**src/core/wrc_map.svh**
```systemverilog
// Constants for the watchdog, system reset and run-time clock block
`ifndef WRC_MAP_SVH
`define WRC_MAP_SVH
`define WRC_CLK_HZ 50000000
`define WRC_MS_PER_S 1000
`define WRC_CYC_PER_MS (`WRC_CLK_HZ / `WRC_MS_PER_S)
`define WRC_MS_PER_DAY 32'h0526_5c00
`define WRC_DLY_SEL_W 5
`define WRC_DLY_SEL_MAX 5'h10
`define WRC_WAIT_SEL_W 4
`define WRC_WAIT_BASE_MS 32'h0000_0064
`define WRC_PULSE_MIN_MS 16'h0001
`define WRC_PULSE_MAX_MS 16'h7e00
`define WRC_TIME_W 32
`endif

```
**src/core/wrc_pkg.sv**
```systemverilog
// Types shared by the watchdog, system reset and run-time clock block
package wrc_pkg;
   typedef enum logic [1:0] {
      WRC_RST_HOLD,
      WRC_RST_DELAY,
      WRC_RST_PULSE,
      WRC_RST_RUN
   } wrc_rst_state_type;
   typedef enum logic [1:0] {
      WRC_WD_OFF,
      WRC_WD_WAIT,
      WRC_WD_TIMING,
      WRC_WD_EXPIRED
   } wrc_wd_state_type;
endpackage : wrc_pkg

```
**src/core/wrc_ms_tick.sv**
```systemverilog
// Millisecond tick generator
`timescale 1ns/1ns
`include "wrc_map.svh"
module wrc_ms_tick #(
   parameter int CYC_PER_MS = `WRC_CYC_PER_MS
) (
   input wire logic i_mclk,
   input wire logic i_rst,
   output logic o_tick
);
   if (CYC_PER_MS < 2) begin : g_bad_cyc_per_ms
      $error("CYC_PER_MS must be at least 2");
   end
   logic [31:0] cnt_reg;
   logic [31:0] cnt_next;
   logic tick_reg;
   logic tick_next;
   always_comb begin
      tick_next = 1'b0;
      cnt_next = cnt_reg + 32'h1;
      if (cnt_reg == 32'(CYC_PER_MS - 1)) begin
         cnt_next = 32'h0;
         tick_next = 1'b1;
      end
   end
   always_ff @(posedge i_mclk) begin
      if (i_rst) begin
         cnt_reg <= 32'h0;
         tick_reg <= 1'b0;
      end else begin
         cnt_reg <= cnt_next;
         tick_reg <= tick_next;
      end
   end
   assign o_tick = tick_reg;
endmodule : wrc_ms_tick

```
**src/core/wrc_top.sv**
```systemverilog
// Watchdog, system reset generator and run-time clock
`timescale 1ns/1ns
`include "wrc_map.svh"
module wrc_top #(
   parameter int PULSE_W = 16,
   parameter int TRACK_MAX_MS = 100
) (
   input wire logic i_mclk,
   input wire logic i_rst,
   input wire logic i_power_good,
   input wire logic i_pulse_mode,
   input wire logic [`WRC_DLY_SEL_W-1:0] i_delay_sel,
   input wire logic [PULSE_W-1:0] i_pulse_ms,
   input wire logic i_wd_enable,
   input wire logic i_wd_kick_pin_en,
   input wire logic i_watchdog_kick_input,
   input wire logic i_wd_clear_cmd,
   input wire logic i_wd_wait_en,
   input wire logic [`WRC_WAIT_SEL_W-1:0] i_wd_wait_sel,
   input wire logic [PULSE_W-1:0] i_wd_timeout_ms,
   input wire logic i_wd_expiry_pin_en,
   input wire logic i_wd_reset_on_expiry,
   input wire logic i_wd_track_release,
   input wire logic i_general_input_pin,
   input wire logic i_brownout_en,
   input wire logic i_boot_done,
   input wire logic i_rtc_load,
   input wire logic [`WRC_TIME_W-1:0] i_rtc_load_ms,
   input wire logic [`WRC_TIME_W-1:0] i_rtc_load_days,
   input wire logic [`WRC_TIME_W-1:0] i_rtc_restore_ms,
   input wire logic [`WRC_TIME_W-1:0] i_rtc_restore_days,
   input wire logic i_store_cmd,
   input wire logic i_power_down,
   input wire logic i_fault_event,
   output logic o_sys_reset_n,
   output logic o_watchdog_expiry_output,
   output logic o_wd_expired,
   output logic [`WRC_TIME_W-1:0] o_rtc_ms,
   output logic [`WRC_TIME_W-1:0] o_rtc_days,
   output logic o_nvm_save,
   output logic [`WRC_TIME_W-1:0] o_nvm_ms,
   output logic [`WRC_TIME_W-1:0] o_nvm_days,
   output logic o_fault_stamp_valid,
   output logic [`WRC_TIME_W-1:0] o_fault_stamp_ms,
   output logic [`WRC_TIME_W-1:0] o_fault_stamp_days
);
   if (PULSE_W < 15 || PULSE_W > 31) begin : g_bad_pulse_w
      $error("PULSE_W must hold 32256 ms and stay below 32 bits");
   end
   // ----------------------------------------
   // Pin synchronisers and ms tick
   // ----------------------------------------
   logic [1:0] pg_sync_reg;
   logic [1:0] kick_sync_reg;
   logic [1:0] gpi_sync_reg;
   logic kick_last_reg;
   logic tick;
   always_ff @(posedge i_mclk) begin
      if (i_rst) begin
         pg_sync_reg <= 2'h0;
         kick_sync_reg <= 2'h0;
         gpi_sync_reg <= 2'h0;
         kick_last_reg <= 1'b0;
      end else begin
         pg_sync_reg <= {pg_sync_reg[0], i_power_good};
         kick_sync_reg <= {kick_sync_reg[0], i_watchdog_kick_input};
         gpi_sync_reg <= {gpi_sync_reg[0], i_general_input_pin};
         kick_last_reg <= kick_sync_reg[1];
      end
   end
   wire logic pg = pg_sync_reg[1];
   wire logic general_input_pin = gpi_sync_reg[1];
   // Either edge of the kick pin counts; the pin path is optional
   wire logic kick = (i_wd_kick_pin_en && (kick_sync_reg[1] != kick_last_reg)) || i_wd_clear_cmd;
   wrc_ms_tick u_tick (
      .i_mclk(i_mclk),
      .i_rst(i_rst),
      .o_tick(tick)
   );
   // Delay table: zero, then 2^(sel-1) ms, with sel capped at 16
   function automatic logic [`WRC_TIME_W-1:0] delay_ms(input logic [`WRC_DLY_SEL_W-1:0] sel);
      logic [`WRC_DLY_SEL_W-1:0] s;
      s = (sel > `WRC_DLY_SEL_MAX) ? `WRC_DLY_SEL_MAX : sel;
      delay_ms = (s == '0) ? '0 : (`WRC_TIME_W'(1) << (s - 1'b1));
   endfunction : delay_ms
   // Clamp a pulse or timeout width to its legal range
   function automatic logic [`WRC_TIME_W-1:0] clamp_ms(input logic [PULSE_W-1:0] v);
      logic [`WRC_TIME_W-1:0] w;
      w = `WRC_TIME_W'(v);
      if (w < `WRC_TIME_W'(`WRC_PULSE_MIN_MS)) w = `WRC_TIME_W'(`WRC_PULSE_MIN_MS);
      if (w > `WRC_TIME_W'(`WRC_PULSE_MAX_MS)) w = `WRC_TIME_W'(`WRC_PULSE_MAX_MS);
      clamp_ms = w;
   endfunction : clamp_ms
   // ----------------------------------------
   // Watchdog
   // ----------------------------------------
   wrc_pkg::wrc_wd_state_type wd_state_reg;
   wrc_pkg::wrc_wd_state_type wd_state_next;
   logic [`WRC_TIME_W-1:0] wd_cnt_reg;
   logic [`WRC_TIME_W-1:0] wd_cnt_next;
   logic wdo_reg;
   logic wdo_next;
   logic expired_reg;
   logic expired_next;
   logic wd_fire;
   always_comb begin
      wd_state_next = wd_state_reg;
      wd_cnt_next = wd_cnt_reg;
      wdo_next = wdo_reg;
      wd_fire = 1'b0;
      case (wd_state_reg)
         wrc_pkg::WRC_WD_OFF: begin
            wdo_next = 1'b0;
            wd_cnt_next = '0;
            if (i_wd_enable) begin
               wd_state_next = i_wd_wait_en ? wrc_pkg::WRC_WD_WAIT : wrc_pkg::WRC_WD_TIMING;
            end
         end
         wrc_pkg::WRC_WD_WAIT: begin
            // Initial wait: 0 or 100 ms doubling; a kick ends it early
            if (kick || i_wd_wait_sel == '0 ||
                wd_cnt_reg >= (`WRC_WAIT_BASE_MS << (i_wd_wait_sel - 1'b1))) begin
               wd_state_next = wrc_pkg::WRC_WD_TIMING;
               wd_cnt_next = '0;
            end else if (tick) begin
               wd_cnt_next = wd_cnt_reg + 1'b1;
            end
         end
         wrc_pkg::WRC_WD_TIMING: begin
            if (kick) begin
               wd_cnt_next = '0;
            end else if (wd_cnt_reg >= clamp_ms(i_wd_timeout_ms)) begin
               wd_state_next = wrc_pkg::WRC_WD_EXPIRED;
               wdo_next = i_wd_expiry_pin_en;
               wd_fire = 1'b1;
            end else if (tick) begin
               wd_cnt_next = wd_cnt_reg + 1'b1;
            end
         end
         wrc_pkg::WRC_WD_EXPIRED: begin
            if (kick) begin
               wd_state_next = wrc_pkg::WRC_WD_TIMING;
               wd_cnt_next = '0;
               wdo_next = 1'b0;
            end
         end
         default: wd_state_next = wrc_pkg::WRC_WD_OFF;
      endcase
      if (!i_wd_enable) begin
         wd_state_next = wrc_pkg::WRC_WD_OFF;
         wdo_next = 1'b0;
      end
      // Registered copy of the state decode keeps the status output glitch free
      expired_next = (wd_state_next == wrc_pkg::WRC_WD_EXPIRED);
   end
   always_ff @(posedge i_mclk) begin
      if (i_rst) begin
         wd_state_reg <= wrc_pkg::WRC_WD_OFF;
         wd_cnt_reg <= '0;
         wdo_reg <= 1'b0;
         expired_reg <= 1'b0;
      end else begin
         wd_state_reg <= wd_state_next;
         wd_cnt_reg <= wd_cnt_next;
         wdo_reg <= wdo_next;
         expired_reg <= expired_next;
      end
   end
   // ----------------------------------------
   // System reset
   // ----------------------------------------
   wrc_pkg::wrc_rst_state_type rs_state_reg;
   wrc_pkg::wrc_rst_state_type rs_state_next;
   logic [`WRC_TIME_W-1:0] rs_cnt_reg;
   logic [`WRC_TIME_W-1:0] rs_cnt_next;
   logic rst_n_reg;
   logic rst_n_next;
   logic track_reg;
   logic track_next;
   // Watchdog expiry restarts the release sequence from RUN when configured
   wire logic wd_reset = wd_fire && i_wd_reset_on_expiry;
   always_comb begin
      rs_state_next = rs_state_reg;
      rs_cnt_next = rs_cnt_reg;
      rst_n_next = rst_n_reg;
      track_next = track_reg;
      case (rs_state_reg)
         wrc_pkg::WRC_RST_HOLD: begin
            rst_n_next = 1'b0;
            rs_cnt_next = '0;
            if (pg) begin
               rs_state_next = wrc_pkg::WRC_RST_DELAY;
            end
         end
         wrc_pkg::WRC_RST_DELAY: begin
            // Tracking release ends on the input pin, bounded by a time cap
            if (!pg && !i_pulse_mode) begin
               rs_state_next = wrc_pkg::WRC_RST_HOLD;
            end else if (track_reg ? (general_input_pin || rs_cnt_reg >= 32'(TRACK_MAX_MS))
                                   : (rs_cnt_reg >= delay_ms(i_delay_sel))) begin
               rs_cnt_next = '0;
               track_next = 1'b0;
               rst_n_next = i_pulse_mode ? 1'b0 : 1'b1;
               rs_state_next = i_pulse_mode ? wrc_pkg::WRC_RST_PULSE : wrc_pkg::WRC_RST_RUN;
            end else if (tick) begin
               rs_cnt_next = rs_cnt_reg + 1'b1;
            end
         end
         wrc_pkg::WRC_RST_PULSE: begin
            // Output stays asserted through the delay and the pulse; released once the pulse ends
            if (rs_cnt_reg >= clamp_ms(i_pulse_ms)) begin
               rst_n_next = 1'b1;
               rs_cnt_next = '0;
               rs_state_next = wrc_pkg::WRC_RST_RUN;
            end else if (tick) begin
               rs_cnt_next = rs_cnt_reg + 1'b1;
            end
         end
         wrc_pkg::WRC_RST_RUN: begin
            if (!pg && !i_pulse_mode) begin
               // Reassert after the common delay once power-good drops
               if (rs_cnt_reg >= delay_ms(i_delay_sel)) begin
                  rs_state_next = wrc_pkg::WRC_RST_HOLD;
                  rst_n_next = 1'b0;
               end else if (tick) begin
                  rs_cnt_next = rs_cnt_reg + 1'b1;
               end
            end else if (!pg) begin
               rs_state_next = wrc_pkg::WRC_RST_HOLD;
            end else begin
               rs_cnt_next = '0;
            end
         end
         default: rs_state_next = wrc_pkg::WRC_RST_HOLD;
      endcase
      if (wd_reset && rs_state_reg == wrc_pkg::WRC_RST_RUN) begin
         rst_n_next = 1'b0;
         rs_cnt_next = '0;
         track_next = i_wd_track_release;
         rs_state_next = wrc_pkg::WRC_RST_DELAY;
      end
   end
   always_ff @(posedge i_mclk) begin
      if (i_rst) begin
         rs_state_reg <= wrc_pkg::WRC_RST_HOLD;
         rs_cnt_reg <= '0;
         rst_n_reg <= 1'b0;
         track_reg <= 1'b0;
      end else begin
         rs_state_reg <= rs_state_next;
         rs_cnt_reg <= rs_cnt_next;
         rst_n_reg <= rst_n_next;
         track_reg <= track_next;
      end
   end
   // ----------------------------------------
   // Run-time clock, save and fault stamp
   // ----------------------------------------
   logic [`WRC_TIME_W-1:0] ms_reg;
   logic [`WRC_TIME_W-1:0] ms_next;
   logic [`WRC_TIME_W-1:0] day_reg;
   logic [`WRC_TIME_W-1:0] day_next;
   logic init_reg;
   logic init_next;
   logic save_reg;
   logic save_next;
   logic [`WRC_TIME_W-1:0] nvm_ms_reg;
   logic [`WRC_TIME_W-1:0] nvm_day_reg;
   logic stamp_v_reg;
   logic [`WRC_TIME_W-1:0] stamp_ms_reg;
   logic [`WRC_TIME_W-1:0] stamp_day_reg;
   always_comb begin
      ms_next = ms_reg;
      day_next = day_reg;
      init_next = 1'b1;
      // Restored value is taken once after reset; it is not known during reset
      if (!init_reg) begin
         ms_next = i_brownout_en ? i_rtc_restore_ms : '0;
         day_next = i_brownout_en ? i_rtc_restore_days : '0;
      end else if (i_rtc_load) begin
         ms_next = i_rtc_load_ms;
         day_next = i_rtc_load_days;
      end else if (tick && (i_boot_done || !i_brownout_en)) begin
         if (ms_reg >= `WRC_MS_PER_DAY - 1) begin
            ms_next = '0;
            day_next = day_reg + 1'b1;
         end else begin
            ms_next = ms_reg + 1'b1;
         end
      end
      save_next = init_reg && (i_store_cmd || (i_power_down && i_brownout_en));
   end
   always_ff @(posedge i_mclk) begin
      if (i_rst) begin
         ms_reg <= '0;
         day_reg <= '0;
         init_reg <= 1'b0;
         save_reg <= 1'b0;
         nvm_ms_reg <= '0;
         nvm_day_reg <= '0;
         stamp_v_reg <= 1'b0;
         stamp_ms_reg <= '0;
         stamp_day_reg <= '0;
      end else begin
         ms_reg <= ms_next;
         day_reg <= day_next;
         init_reg <= init_next;
         save_reg <= save_next;
         if (save_next) begin
            nvm_ms_reg <= ms_reg;
            nvm_day_reg <= day_reg;
         end
         stamp_v_reg <= i_fault_event;
         if (i_fault_event) begin
            stamp_ms_reg <= ms_reg;
            stamp_day_reg <= day_reg;
         end
      end
   end
   assign o_sys_reset_n = rst_n_reg;
   assign o_watchdog_expiry_output = wdo_reg;
   assign o_wd_expired = expired_reg;
   assign o_rtc_ms = ms_reg;
   assign o_rtc_days = day_reg;
   assign o_nvm_save = save_reg;
   assign o_nvm_ms = nvm_ms_reg;
   assign o_nvm_days = nvm_day_reg;
   assign o_fault_stamp_valid = stamp_v_reg;
   assign o_fault_stamp_ms = stamp_ms_reg;
   assign o_fault_stamp_days = stamp_day_reg;
endmodule : wrc_top

```
**config.mk**
```make
export PLATFORM = sky130hd
export DESIGN_NAME = wrc_top
export DESIGN_NICKNAME = d
export VERILOG_FILES = /design/src/core/wrc_pkg.sv /design/src/core/wrc_ms_tick.sv /design/src/core/wrc_top.sv
export VERILOG_INCLUDE_DIRS = /design/src /design/src/core
export SDC_FILE = /design/constraint.sdc
export NUM_CORES = 1
export LEC_CHECK = 0
export BUFFER_PORTS_ARGS = -buffer_cell sky130_fd_sc_hd__buf_2
export CAP_MARGIN = 20
export CORE_ASPECT_RATIO = 0.8
export CORE_MARGIN = 4
export CORE_UTILIZATION = 55
export CTS_CLUSTER_DIAMETER = 60
export CTS_CLUSTER_SIZE = 40
export DETAILED_ROUTE_END_ITERATION = 16
export PLACE_DENSITY = 0.8
export SLEW_MARGIN = 0
export SYNTH_ARGS = -nofsm -noshare
export SYNTH_HDL_FRONTEND = slang
export SYNTH_SLANG_ARGS = --single-unit
```
**constraint.sdc**
```tcl
create_clock -name i_mclk -period 4.3 [get_ports i_mclk]
set_input_delay 0.43 -clock i_mclk [delete_from_list [all_inputs] [get_ports i_mclk]]
set_output_delay 0.43 -clock i_mclk [all_outputs]
set_load 0.02 [all_outputs]
```
# Word level (Yosys, flattened, before mapping)
# Index checks and enable logic that the tools add are counted.
[word_totals] ff_bits=307 latchBits=0 mem_bits_rw=0 rom_bits=0 inputBits=188 output_inout_bits=197 mem_count=0
[op_classes] addsub=7 n_mul=0 n_div=0 magnitude_cmp=11 n_eq_ne=32 shifts=2 mux=74 bitwise_logic=1 n_reduce_logical=34
[ops] op="32-bit two-way mux" n=31
[ops] op="32-bit case mux with 4 select lines" n=2
[ops] op="32-bit by 1-bit adder with 32-bit output (second input constant)" n=5
[ops] op="32-bit >= comparator" n=4
[ops] op="32-bit by 15-bit > comparator with 1-bit output (second input constant)" n=2
[ops] op="32-bit by 16-bit == test with 1-bit output (second input constant)" n=1
[ops] op="32-bit by 27-bit >= comparator with 1-bit output (second input constant)" n=1
[ops] op="32-bit by 7-bit >= comparator with 1-bit output (second input constant)" n=1
[ops] op="16-bit by 1-bit < comparator with 1-bit output (second input constant)" n=2
[ops] op="16-bit two-way mux" n=2
[ops] op="1-bit by 5-bit << shifter with 32-bit output (first input constant)" n=1
[ops] op="7-bit by 4-bit << shifter with 32-bit output (first input constant)" n=1
[ops] op="2-bit two-way mux" n=13
[ops] op="3-bit inequality test (second input constant)" n=8
[ops] op="1-bit two-way mux" n=21
[ops] op="2-bit inequality test (second input constant)" n=9
[ops] op="2-bit case mux with 4 select lines" n=2
[ops] op="5-bit AND reduction" n=3
[ops] op="2-bit == test (second input constant)" n=5
[ops] op="4-bit by 3-bit inequality test with 1-bit output (second input constant)" n=2
[ops] op="1-bit logical AND" n=7
[ops] op="1-bit logical OR" n=6
[ops] op="3-bit by 2-bit inequality test with 1-bit output (second input constant)" n=2
[ops] op="3-bit AND reduction" n=2
[ops] op="20 further kinds" n=28

# Longest topological paths before layout
[logic_depth] ltp_word=17 depth_mapped=17 mapped_depth_nobuf=15

# Modules after synthesis
# Synthesis repeated with hierarchy kept, for this count alone.
[unflattened] hier_cells=2065 area_unflattened_um2=16947.5
[modules_own_cells] mod="wrc_top" n_inst=1 cells_each=1887 area_per_inst_um2=15414.8
[modules_own_cells] mod="wrc_ms_tick" n_inst=1 cells_each=178 area_per_inst_um2=1532.7

# Worst setup path before layout
# OpenSTA, ideal clock, no wires.
[synth_path] kind="input-to-reg" from="input port i_pulse_ms[15]" to="register rs_cnt_reg[18]" setup_ps=84 arrival_time_ps=3704 slack_ps=511 path_stages=17 path_buffers=3 path_cell_list="clkbuf_1 nor4_1 a41oi_1 nand3_1 a41oi_1 nand2_1 ha_1 a211oi_1 o21bai_1 a221oi_1 o31ai_1 a31oi_1 o31ai_2 or2_0 buf_2 buf_2 o31ai_2"
[synth_between] elab_chain_cells=9
[synth_lines] item="from (decl)" line_no="wrc_top.sv:13" text="input wire logic [PULSE_W-1:0] i_pulse_ms,"
[synth_lines] item="16-bit by 1-bit < comparator with 1-bit output" line_no="wrc_top.sv:90" text="if (w < `WRC_TIME_W'(`WRC_PULSE_MIN_MS)) w = `WRC_TIME_W'(`WRC_PULSE_MIN_MS);"
[synth_lines] item="16-bit two-way mux *" line_no="wrc_top.sv:90"
[synth_lines] item="32-bit two-way mux *" line_no="wrc_top.sv:187" text="case (rs_state_reg)"
[synth_lines] item="32-bit by 15-bit > comparator with 1-bit output" line_no="wrc_top.sv:91" text="if (w > `WRC_TIME_W'(`WRC_PULSE_MAX_MS)) w = `WRC_TIME_W'(`WRC_PULSE_MAX_MS);"
[synth_lines] item="32-bit two-way mux *" line_no="wrc_top.sv:91"
[synth_lines] item="32-bit two-way mux *" line_no="wrc_top.sv:187"
[synth_lines] item="32-bit >= comparator *" line_no="wrc_top.sv:211" text="if (rs_cnt_reg >= clamp_ms(i_pulse_ms)) begin"
[synth_lines] item="32-bit two-way mux *" line_no="wrc_top.sv:211"
[synth_lines] item="32-bit case mux with 4 select lines *" line_no="wrc_top.sv:187"
[synth_lines] item="to (signal assigned)" line_no="wrc_top.sv:251" text="rs_cnt_reg <= rs_cnt_next;"
[synth_lines] item="to (decl)" line_no="wrc_top.sv:174" text="logic [`WRC_TIME_W-1:0] rs_cnt_reg;"
# Every way passes the cells marked *; elsewhere a longest branch is shown, timed or not. The select of a mux whose other input is x is not followed.
# A chain may end at the register's enable or synchronous reset.

# Final worst setup path
[layout_path] from="input port i_wd_timeout_ms[8]" to="register wd_cnt_reg[2]"
[layout_between] elab_chain_cells=11
[layout_lines] item="from (decl)" line_no="wrc_top.sv:20" text="input wire logic [PULSE_W-1:0] i_wd_timeout_ms,"
[layout_lines] item="16-bit by 1-bit < comparator with 1-bit output" line_no="wrc_top.sv:90"
[layout_lines] item="16-bit two-way mux *" line_no="wrc_top.sv:90"
[layout_lines] item="32-bit two-way mux *" line_no="wrc_top.sv:130" text="if (kick) begin"
[layout_lines] item="32-bit two-way mux *" line_no="wrc_top.sv:111" text="case (wd_state_reg)"
[layout_lines] item="32-bit by 15-bit > comparator with 1-bit output" line_no="wrc_top.sv:91"
[layout_lines] item="32-bit two-way mux *" line_no="wrc_top.sv:91"
[layout_lines] item="32-bit two-way mux *" line_no="wrc_top.sv:130"
[layout_lines] item="32-bit two-way mux *" line_no="wrc_top.sv:111"
[layout_lines] item="32-bit >= comparator *" line_no="wrc_top.sv:132" text="end else if (wd_cnt_reg >= clamp_ms(i_wd_timeout_ms)) begin"
[layout_lines] item="3-bit inequality test (no line) *"
[layout_lines] item="2-bit AND reduction (no line) *"
[layout_lines] item="to (signal assigned)" line_no="wrc_top.sv:164" text="wd_cnt_reg <= wd_cnt_next;"
[layout_lines] item="to (decl)" line_no="wrc_top.sv:99" text="logic [`WRC_TIME_W-1:0] wd_cnt_reg;"
# Marks and branches as above.

==> out/qor.yml <==
timing:
  tightest_slew_ps: 1120
  fin_crit_sh_pct: 85.4
  period_minus_slack_ps: 3670
  setup_viol_count_final: 0
  fin_setup_tns_ps: 0
  max_freq_ghz: 0.272
  rsz0062_at_grt: "false"
  skew_ps: 21.2
  finalHoldViolations: 0
  slew_violations: 0
  slew_headroom_pct: 24.8
logic_synthesis:
  yosysMostFrequentCell: "dfxtp_1"
  postSynth.asyncResetShare_pct: 0
  synth_edf_count: 0
  synthAdderAreaFrac_pct: 8.01
  synth_xor_area_share_pct: 2.49
  ys.flop_type: "dfxtp_1"
  synth_top_family_by_area: "simple AND/OR/NAND/NOR gates"
  ys_warn_count: 0
  avgSynthCellArea_um2: 8.05
  synthTopCellsByCount: "dfxtp_1 (307), nand2_1 (304), nor2_1 (218)"
  syn_inst: 2095
  synth-simple-area-share_pct: 24.4
  synth.area.mux_share_pct: 3.99
  synth_top_area_share_pct: 36.4
  yosysTopAreaCell: "dfxtp_1"
  yosysSeqAreaShare_pct: 36.4
  ys_types: 75
  synth-compound-area-share_pct: 20.8
  yosys-top-cells-area: "dfxtp_1 (36%), ha_1 (8.0%), nand2_1 (6.8%), nor2_1 (4.9%), a21oi_1 (4.3%)"
  synth_area_mm2: 0.0169
  synth_seq_cells: 307
die:
  die_x_um: 204
  design.core.area_mm2: 0.0303
  std_cell_rows: 57
  die_area_mm2: 0.0335
  boundaryPins: 385
  fp.dieH_um: 165
  floorplan.initialDensity_pct: 55.6
grt:
  grt_max_degree: 109
  grt_pass1_wl_um: 84800
  grt_pass1_vias: 16400
  overflow: 0
  grt.total_usage_pct: 30.2
  grt_antenna_before_repair: 10
detailed_routing:
  drt_iter0_drc: 1582
  drcViolationCount: 0
  via_per_inst: 6.08
  drtPass1Iterations: 9
  postRouteWirelength_um: 54100
  drtAntennaViolNets: 0
  num_vias: 17400
  wl_per_cell_um: 18.9
clock_tree:
  ctsLongestPathBuffers: 3
  path_clk_slew_ps: 90
  cts_sinks: 307
  numCtsBuffers: 26
  root_buffer: "clkbuf_16"
  tritoncts: "yes"
  cts_setup_buffers: 0
  clk_latency_ps: 550
  cts_hold_buf: 0
  cts_resized: 0
  htree_levels: 1
power_and_ir_drop:
  power.density_mw_per_mm2: 326
  ir_drop_uv: 325
  leakage_nw: 8.83
placement:
  port_buffers: 384
  hpwl_um: 39100
  placed_cells: 2810
  place_congestion: 0.896
final_layout:
  syn_to_final_growth_pct: 18.7
  fill_cells: 2574
  layout.cells.non_filler: 2863
  drive_gt1_share_pct: 19.6
  num-nets-final: 2722
status:
  outcome: "finished clean"
hold_path:
  hp-class: "in2reg"
critical_path:
  max_stage_delay_ps: 510
  startpoint_type: "primary input"
  cp.required_ps: 4760
  crit_family: "compound AO/OA/AOI/OAI gates"
  crit_path_top_delay_cell: "or4_1"
  critical_path_class: "in2reg"
  cp.arrival_ps: 4140
  crit_path_frequent_cell: "a21oi_1"
  crit_buf_inv: 2
  end_kind: "flip-flop"
  cp_max_fo: 8
  path_cells: "buf_2, nor4_1, nand3_1, a21oi_1, nand2_1, ha_1, a21oi_1, o21a_1, o211ai_1, a211oi_1, o21ai_1, buf_4, or4_1, a31oi_1"
flow_run:
  cap_viol_max_count: 0
==> final cells by class <==
cell class	instances	area, um^2	area share, %
Multi-Input combinational cell	1639	10200	50.7
Inverter	42	158	0.787
Clock inverter	19	236	1.18
Antenna cell	4	10.0	0.0500
Timing Repair Buffer	410	2120	10.6
Sequential cell	307	6150	30.7
Tap cell	413	517	2.58
Clock buffer	29	683	3.41
==> through the flow <==
| stage | util [%] | instance area, um^2 | hold slack [ps] | worst slack (ps) | total power [W] |
|---|---|---|---|---|---|
| 3_5_place_dp | 63.0 | 19100 | 430 | 106 | 0.00402 |
| 2_1_floorplan | - | 16900 | 414 | 511 | 0.00367 |
| 3_3_place_gp | 63.0 | 19100 | 423 | 223 | 0.00399 |
| 6_report | 66.1 | 20000 | 84.8 | 628 | 0.00653 |
| 4_1_cts | 66.0 | 20000 | 72.9 | 666 | 0.00656 |
| 5_1_grt | 66.0 | 20000 | 80.5 | 307 | 0.00678 |
==> kinds of logic (layout without fill, tap and decap cells) <==
| family | Yosys count | after routing |
|---|---|---|
| DFF | 307 | 307 |
| AOI/OAI and AO/OA | 521 | 521 |
| buffers and inverters | 166 | 500 |
| muxes | 67 | 67 |
| xor gates and xnor gates | 48 | 48 |
| and+or+nand+nor | 877 | 877 |
| adders and majority gates | 108 | 108 |
| other | 1 | 22 |
==> worst register-to-register path: cells and delay by family, from the launching register on <==
kind / cells / cell delay [ps]
compound gates: 6 / 1790
buf+inv: 1 / 220
simple gates: 2 / 510
fa+ha+maj: 1 / 290
flops: 1 / 470
==> where the power goes <==
group	switching (W)	leakage [nW]	internal (W)
sequential	0.000127	2.49	0.00293
combinational	0.000575	5.89	0.000343
clock	0.00126	0.445	0.00129
total	0.00197	8.83	0.00457
==> layout by cell type, fill, tap and decap left out, types with 21 or more instances in the layout <==
cell type,Yosys,layout
dfxtp_1,307,307
and3_1,36,36
ha_1,108,108
a21o_1,34,34
buf_2,12,383
o21ai_0,102,102
nor3_1,56,55
nand3_1,67,67
nor2b_1,31,31
xor2_1,28,28
clkbuf_16,0,27
inv_1,42,42
a31oi_1,21,21
nand4_1,35,35
buf_4,0,26
nand2_1,304,303
mux2i_1,65,65
nor2_1,218,217
a21oi_1,145,145
o31ai_1,23,23
nor4_1,40,40
a221oi_1,27,27
a22o_1,28,28
==> metal layers <==
layer,vias up,routed length (um),track usage [%]
met5,-,84,0
met3,138,4870,5.97
met1,8175,22100,38.9
met2,812,25100,50.9
li1,8265,-,-
met4,14,1970,10.6
==> worst paths after layout <==
path / slack (ps) / from / to / cells past startpoint
min reg2reg: 440 / gpi_sync_reg[0] / gpi_sync_reg[1] / 1
max: 630 / i_wd_timeout_ms[8] / wd_cnt_reg[2] / 14
min: 80 / i_general_input_pin / gpi_sync_reg[0] / 2
max reg2reg: 900 / rs_cnt_reg[17] / rs_cnt_reg[10] / 10
Note: power is estimated with default switching activity, not from simulation.
